**config.mk**
```make
export PLATFORM = sky130hd
export DESIGN_NAME = sdd_decimator
export DESIGN_NICKNAME = d
export VERILOG_FILES = /design/src/sdd_decimator.v
export VERILOG_INCLUDE_DIRS = /design/src
export SDC_FILE = /design/constraint.sdc
export NUM_CORES = 1
export LEC_CHECK = 0
export ABC_AREA = 0
export BUFFER_PORTS_ARGS = -buffer_cell sky130_fd_sc_hd__buf_2
export CORE_ASPECT_RATIO = 1.4
export CORE_MARGIN = 2
export CORE_UTILIZATION = 25
export DETAILED_ROUTE_END_ITERATION = 8
export HOLD_SLACK_MARGIN = 0.15
export SYNTH_ARGS = -nofsm -noshare
export SYNTH_HDL_FRONTEND = slang
export SYNTH_SLANG_ARGS = --single-unit
```
**constraint.sdc**
```tcl
create_clock -name mclk -period 16.6 [get_ports mclk]
set_clock_uncertainty 0.2 [all_clocks]
set_input_delay 1.66 -clock mclk [delete_from_list [all_inputs] [get_ports mclk]]
set_output_delay 1.66 -clock mclk [all_outputs]
set_load 0.05 [all_outputs]
```
**src/sdd_regs.vh**
```
// constants for the sigma-delta decimator block
`ifndef SDD_REGS_VH
`define SDD_REGS_VH
`define SDD_MOD_DIV 8
`define SDD_OUT_DIV 256
`define SDD_DECIM 32
`define SDD_ACC_W 17
`define SDD_OUT_W 15
`define SDD_POS_FULL 16'h7FFF
`define SDD_CREG_RST 8'h00
`define SDD_NUM_CREG 5
`define SDD_GAIN_LSB 0
`define SDD_GAIN_MSB 2
`define SDD_GROUP_DELAY_NS 25000
`define SDD_CLK_NS 10
`endif

```
**src/sdd_decimator.v**
```verilog
// sinc-cubed decimator for the encoder channel, with clock divider and control registers
//
// Overview of operation
// - take one modulator bit every eighth internal master clock cycle
// - decimate from internal clock over 8 to over 256, output 15-bit words
// - response is three cascaded 32-tap moving sums, sinc cubed
// - output updates once per 256 internal clocks; rate has no separate setting
// - internal master clock comes from external clock through programmable divider
// - gain field bits 2..0 select 0,6,12,18,20,26,32,38 dB
// - five readable writable 8-bit control registers, bit 7 most significant
// - keep decimation group delay minimal, about 25 microseconds
// - 16-bit mode shifts result left, LSB zero; positive overload gives 0x7FFF
// - mixed mode keeps 15 bits; transfer MSB flags control or data
// - reset clears control registers and all digital state including accumulators
`timescale 1ns/1ps
`include "sdd_regs.vh"
module sdd_decimator (
	input wire mclk,
	input wire rst,
	input wire ce,
	input wire [7:0] mclk_div,
	input wire mod_bit,
	input wire cfg_we,
	input wire [2:0] cfg_addr,
	input wire [7:0] cfg_wdata,
	input wire mixed_mode,
	input wire ctrl_flag,
	output reg [7:0] cfg_rdata,
	output reg [2:0] input_gain_sel,
	output reg [5:0] input_gain_db,
	output reg internal_master_clock,
	output reg [14:0] sample_reg,
	output reg [15:0] sample_word,
	output reg sample_valid
);
	localparam W = `SDD_ACC_W;
	reg [7:0] div_cnt_reg;
	reg internal_master_clock_en;
	reg [2:0] ph8_reg;
	reg [7:0] ph256_reg;
	reg [7:0] creg [0:`SDD_NUM_CREG-1];
	reg [W-1:0] i1_reg, i2_reg, i3_reg;
	reg [W-1:0] c1_reg, c2_reg, c3_reg;
	wire [W-1:0] d0, d1, d2, d3;
	wire [W-1:0] x_in;
	wire [14:0] res15;
	wire sat;
	integer k;

	// divide external clock; a zero setting runs at full rate
	always @(posedge mclk) begin
		if (rst) begin
			div_cnt_reg <= 8'h00;
			internal_master_clock_en <= 1'b0;
			internal_master_clock <= 1'b0;
		end else if (ce) begin
			if (div_cnt_reg >= mclk_div) begin
				div_cnt_reg <= 8'h00;
				internal_master_clock_en <= 1'b1;
				internal_master_clock <= ~internal_master_clock;
			end else begin
				div_cnt_reg <= div_cnt_reg + 8'h01;
				internal_master_clock_en <= 1'b0;
			end
		end
	end

	// unipolar bit mapped to +1 / -1 so the CIC output is two's complement
	assign x_in = mod_bit ? {{(W-1){1'b0}}, 1'b1} : {W{1'b1}};

	// 17 bits: gain 32^3 reaches +32768, which 16 bits signed would wrap to the negative end
	always @(posedge mclk) begin
		if (rst) begin
			ph8_reg <= 3'h0;
			i1_reg <= {W{1'b0}};
			i2_reg <= {W{1'b0}};
			i3_reg <= {W{1'b0}};
		end else if (ce && internal_master_clock_en) begin
			ph8_reg <= ph8_reg + 3'h1;
			if (ph8_reg == 3'h7) begin
				i1_reg <= i1_reg + x_in;
				i2_reg <= i2_reg + i1_reg;
				i3_reg <= i3_reg + i2_reg;
			end
		end
	end

	assign d0 = i3_reg;
	assign d1 = d0 - c1_reg;
	assign d2 = d1 - c2_reg;
	assign d3 = d2 - c3_reg;
	// full scale is 32768; clip to 15-bit signed range
	assign sat = ~d3[W-1] & (d3[W-2] | (&d3[W-3:1]));
	assign res15 = sat ? 15'h3FFF : d3[W-2:1];

	// combs run at the output rate: one differential delay of 32 input bits
	always @(posedge mclk) begin
		if (rst) begin
			ph256_reg <= 8'h00;
			c1_reg <= {W{1'b0}};
			c2_reg <= {W{1'b0}};
			c3_reg <= {W{1'b0}};
			sample_reg <= 15'h0000;
			sample_word <= 16'h0000;
			sample_valid <= 1'b0;
		end else if (ce) begin
			sample_valid <= 1'b0;
			if (internal_master_clock_en) begin
				ph256_reg <= ph256_reg + 8'h01;
				if (ph256_reg == 8'hFF) begin
					c1_reg <= d0;
					c2_reg <= d1;
					c3_reg <= d2;
					sample_reg <= res15;
					sample_valid <= 1'b1;
					if (mixed_mode)
						sample_word <= {ctrl_flag, res15};
					else if (sat)
						sample_word <= `SDD_POS_FULL;
					else
						sample_word <= {res15, 1'b0};
				end
			end
		end
	end

	// control registers A..E
	always @(posedge mclk) begin
		if (rst) begin
			for (k = 0; k < `SDD_NUM_CREG; k = k + 1)
				creg[k] <= `SDD_CREG_RST;
			cfg_rdata <= 8'h00;
			input_gain_sel <= 3'h0;
			input_gain_db <= 6'h00;
		end else if (ce) begin
			if (cfg_we && cfg_addr < 3'h5)
				creg[cfg_addr] <= cfg_wdata;
			cfg_rdata <= (cfg_addr < 3'h5) ? creg[cfg_addr] : 8'h00;
			input_gain_sel <= creg[3][`SDD_GAIN_MSB:`SDD_GAIN_LSB];
			case (creg[3][`SDD_GAIN_MSB:`SDD_GAIN_LSB])
			3'h0: input_gain_db <= 6'd0;
			3'h1: input_gain_db <= 6'd6;
			3'h2: input_gain_db <= 6'd12;
			3'h3: input_gain_db <= 6'd18;
			3'h4: input_gain_db <= 6'd20;
			3'h5: input_gain_db <= 6'd26;
			3'h6: input_gain_db <= 6'd32;
			default: input_gain_db <= 6'd38;
			endcase
		end
	end
endmodule

```
== Yosys cells after proc, flatten, opt, wreduce, memory -nomap -nowiden ==
Memories as Yosys holds them, arrays and structs flattened.
Index checks and enable logic that the tools add are counted.

* Register bits: 172
* Memory bits (writable): 40
* Bits of input ports: 26
* Output and inout bits: 50
* Logic and storage cells: 69
* Memories: 1

* Add/subtract/negate cells: 9
* Order comparisons: 2
* Equal/unequal tests: 8
* Mux-type cells: 19
* Bitwise gates (word level): 4
* Reductions and logical operators: 9

{| class="wikitable"
|+ Memories
! name !! depth !! bits a word !! read ports !! clocked after memory_dff !! write ports !! RTL line !! text
|-
| creg || 5 || 8 || 2 || 0 || 5 || sdd_decimator.v:41 || <nowiki>reg [7:0] creg [0:`SDD_NUM_CREG-1];</nowiki>
|}

{| class="wikitable"
|+ Operators with widths
! kind !! count
|-
| $add A17 B17 Y17 || 3
|-
| $sub A17 B17 Y17 || 3
|-
| $pmux W6 S7 || 1
|-
| $mux W16 || 2
|-
| $mux W8 || 3
|-
| $mux W17 || 1
|-
| $add A8 B1 Y8 const B || 2
|-
| $mux W15 || 1
|-
| $reduce_and A14 Y1 || 1
|-
| $eq A3 B3 Y1 const B || 4
|-
| $mux W1 || 10
|-
| $eq A8 B8 Y1 const B || 1
|-
| $ge A8 B8 Y1 || 1
|-
| $reduce_or A8 Y1 || 1
|-
| $eq A3 B2 Y1 const B || 2
|-
| $reduce_and A2 Y1 || 3
|-
| $add A3 B1 Y3 const B || 1
|-
| $eq A3 B1 Y1 const B || 1
|-
| $logic_not A3 Y1 || 1
|-
| $lt A3 B3 Y1 const B || 1
|-
| $mux W3 || 1
|-
| $reduce_and A3 Y1 || 1
|-
| $logic_and A1 B1 Y1 || 2
|-
| $not A1 Y1 || 2
|-
| other kinds (2) || 2
|}

== Longest topological paths before layout ==
* Depth after elaboration: 9
* Depth in mapped cells: 29
* Gate-level depth less buffers: 28

== Worst setup path after synthesis ==
OpenSTA, ideal clock, no wires.

* Path kind: reg2reg
* Start: reg c1_reg[1]
* End: reg sample_reg[10]
* Setup time: 0.137 ns
* Arrival time: 5.124 ns
* Required time: 16.263 ns
* Setup slack: 11.139 ns
* Stages on the path, launching flop included: 29
* Path buffers: 1
* Clock period less this slack: 5.461 ns
* Cell sequence: dfxtp_1 > inv_1 > ha_1 > nor2b_1 > o21ai_0 > a21boi_0 > o21ai_0 > a21boi_0 > o211ai_1 > a211oi_1 > or3_1 > and2_1 > ha_1 > inv_1 > a41oi_1 > o21ai_0 > a21boi_0 > or3_1 > and2_1 > ha_1 > nand3_1 > a31oi_1 > a211o_1 > a21oi_1 > xnor2_1 > xnor2_1 > a21oi_4 > buf_6 > a211oi_1

* Word-level cells in the longest chain between the ends: 7
* Elaborated cells on any way between the ends: 8
* Those cells by class: 3 x add/sub; 1 x mux; 3 x bitwise; 1 x reduce/logical

{| class="wikitable"
|+ RTL lines
! item !! RTL line !! text
|-
| start, declared || sdd_decimator.v:43 || <nowiki>reg [W-1:0] c1_reg, c2_reg, c3_reg;</nowiki>
|-
| start signal, assigned || sdd_decimator.v:100 || <nowiki>c1_reg <= {W{1'b0}};</nowiki>
|-
| $sub A17 B17 Y17 * || sdd_decimator.v:89 || <nowiki>assign d1 = d0 - c1_reg;</nowiki>
|-
| via d1[11] || sdd_decimator.v:44 || <nowiki>wire [W-1:0] d0, d1, d2, d3;</nowiki>
|-
| $sub A17 B17 Y17 * || sdd_decimator.v:90 || <nowiki>assign d2 = d1 - c2_reg;</nowiki>
|-
| via d2[14] || sdd_decimator.v:44 ||
|-
| $sub A17 B17 Y17 * || sdd_decimator.v:91 || <nowiki>assign d3 = d2 - c3_reg;</nowiki>
|-
| $reduce_and A14 Y1 || sdd_decimator.v:93 || <nowiki>assign sat = ~d3[W-1] & (d3[W-2] | (&d3[W-3:1]));</nowiki>
|-
| $or A1 B1 Y1 || sdd_decimator.v:93 ||
|-
| $and A1 B1 Y1 * || sdd_decimator.v:93 ||
|-
| $mux W15 * || sdd_decimator.v:94 || <nowiki>assign res15 = sat ? 15'h3FFF : d3[W-2:1];</nowiki>
|-
| end signal, assigned || sdd_decimator.v:114 || <nowiki>sample_reg <= res15;</nowiki>
|-
| end, declared || sdd_decimator.v:32 || <nowiki>output reg [14:0] sample_reg,</nowiki>
|}

The timed path passes the listed nets; every way through them passes the cells marked *.
A chain may end at the register's enable or synchronous reset.

== Final worst setup path ==
* Start: reg c1_reg[1]
* End: reg sample_reg[1]

Same word-level chain as after synthesis.

==> impl_metrics.toml <==
[critical_path]
reg2regPathDepth = 26
startpoint_type = "flop"
required_ns = 16.75
crit_start = "c1_reg[1]$_SDFFE_PP0P_"
arrival_ns = 6.60
endpoint_kind = "flop"
criticalPathCategory = "flop to flop"
r2r-start = "c1_reg[1]$_SDFFE_PP0P_"
crit_fanout = 28

[routing]
wl_per_cell_um = 11.9
vias_per_cell = 4.65
wirelength_um = 26400
drc_errors = 0
dr_wl_met2_um = 13900
met1_length_um = 11000
drt_iter0_drc = 478
vias = 10280
wl_met3_um = 709
routed.top_layer = "met5"
ant_nets = 0
drt-pass1-iter-count = 4

[synthesis]
synthArstFlopShare_pct = 0
syn_inst = 1511
synth_top_area_cell = "dfxtp_1"
ys_seq_area_share_pct = 36.9
synth.avg_cell_area_um2 = 8.30
synth-main-ff-cell = "dfxtp_1"
synth_fp_nets = 1649
netlist_area_um2 = 12500
synth-seq-cells = 211
synth_edf_count = 40
synthTopCellsByArea = "dfxtp_1, ha_1, edfxtp_1"
yosys.cell_count.top_type = "nand2_1"
yosysWarnings = 0
yosysUniqueCellTypes = 73
synth_commonest_cells = "nand2_1, dfxtp_1, a21oi_1, nor2_1, ha_1"
netlist.area_leader.share_pct = 27.3

[floorplan]
die-area_um2 = 52000
rows = 97
coreArea_um2 = 49800
start_util_pct = 25.2
die_h_um = 269
boundaryPins = 76
die_w_um = 193

[cts]
clockRootBuffer = "clkbuf_16"
tritoncts = "built"
clock_sinks = 211
hold_buffers = 0
cts_buffers = 24
cts_setup_buffers = 0
cts_htree_levels = 1
clock_latency_ns = 0.52
clk_pin_slew_ns = 0.06
postCtsResizedCells = 0
clockBufferDepth = 3

[layout]
n_antenna_cell = 0
fin_area_um2 = 14300
regMostFlops = "creg"
drive_gt1_share_pct = 9.24
nets = 1690
area_delta_synth_final_pct = 14.0
largest_register_ffs = 40

[sta]
timing.final.crit_share_pct = 38.8
fin_setup_tns_ns = 0
setup_viol = 0
relSlewSlack_pct = 28.6
fmax_mhz = 155
worstMarginPinSlew_ns = 1.07
setup_ws_ns = 10.15
whs_ns = 0.251
period_needed_ns = 6.45
finalHoldViolations = 0
grt_setup_unrepaired = "no"
slew_viol_final = 0

[power_and_ir_drop]
switching_share_pct = 22.8
power_leakage_nw = 5.63
p_per_area_nw_per_um2 = 78.8
power_switching_mw = 0.258
p_int_mw = 0.870
p_seq_share_pct = 47.5
vdd.ir_drop.worst_mv = 0.0637
share_comb_of_total_power_pct = 4.7
finalPower_mw = 1.13
clkPwrFrac_pct = 47.8

[global_route]
grt_usage_pct = 9.95
grt_pass1_vias = 10007
grt_overflow_total = 0
grt_pass1_wl_um = 45300
grt_max_degree = 90
antenna_found_initial = 1

[outcome]
status = "finished, final reports clean"

[hold_path]
hp-class = "flop to flop"
worstHoldStart = "c1_reg[6]$_SDFFE_PP0P_"
hold_depth = 2

[placement]
place_area_um2 = 13500
pre_cts_ws_ns = 10.22
portBuffers = 74
routabilityCongestion = 0.822
dp_hpwl_um = 18700

[flow_run]
cap_violations = 0
[logic make-up (layout without fill, tap and decap cells)]
family	after synthesis	count (layout)	share of synthesized area, %
AO/OA/AOI/OAI	389	389	19.6
XOR/XNOR	84	84	5.93
adder cells (fa/ha/maj)	112	112	11.5
buffers and inverters	152	210	4.71
flip-flops	211	211	36.9
multiplexers	23	23	1.87
other	1	1	0.0299
AND/OR/NAND/NOR	539	539	19.4
[worst paths after layout]
kind	slack, ns	endpoint
worst min-delay path	0.25	c1_reg[6]$_SDFFE_PP0P_
worst min register to register	0.25	c1_reg[6]$_SDFFE_PP0P_
worst max-delay path	10.15	sample_reg[1]$_SDFFE_PP0P_
worst max register to register	10.15	sample_reg[1]$_SDFFE_PP0P_
[power by group through the flow]
| stage | clock, mW | sequential, mW | combinational [mW] |
|---|---|---|---|
| final | 0.539 | 0.535 | 0.0531 |
| after global routing | 0.573 | 0.536 | 0.0589 |
| after CTS | 0.556 | 0.535 | 0.0536 |
| after detailed placement | 0 | 0.547 | 0.0534 |
| after global placement | 0 | 0.546 | 0.0523 |
| after floorplan | 0 | 0.552 | 0.0332 |
[critical path: stages (launching register included)]
cell and delay, ns:
dfxtp_1 0.37, inv_1 0.06, ha_1 0.28, nor2b_1 0.12, o21ai_0 0.19, a21boi_0 0.15
o21ai_0 0.22, a21boi_0 0.20, o211ai_1 0.31, a21boi_0 0.16, xor2_1 0.18, ha_1 0.39
nand2_1 0.08, o31ai_1 0.35, o21ai_0 0.20, o31a_1 0.16, ha_1 0.34, inv_1 0.09
nor2_1 0.06, a41oi_1 0.33, a31oi_1 0.20, a211o_1 0.31, a21oi_1 0.17, xnor2_1 0.19
xnor2_1 0.17, a21oi_4 0.62, a211oi_1 0.16
[cells in the final DEF, fill, tap and decap left out, types with 46 or more instances in the layout]
master,instances
a21oi_1,149
and2_1,46
buf_2,73
dfxtp_1,171
ha_1,106
inv_1,89
nand2_1,211
nor2_1,145
o21ai_0,55
xnor2_1,51
[layout make-up]
cell class,count,area (µm²)
Clock inverter,14,160
Tap cell,643,805
Inverter,89,334
Fill cell,5208,35500
Clock buffer,29,641
Timing Repair Buffer,78,403
Sequential cell,211,4620
Multi-Input combinational cell,1148,7340
[per-layer routing]
metal  vias to the layer above  GRT usage (%)
met5                         -              0
met4                         2           3.67
met3                        50           1.20
met2                       141           20.0
met1                      4718           10.5
li1                       5369              -
[stage by stage]
step                util (%)  std cells
global placement        27.1       2169
detailed placement      27.1       2169
finish                  28.7       2212
CTS                     28.7       2212
floorplan                  -       1511
global route            28.7       2212
No activity file was read; power rests on OpenSTA's default activity.
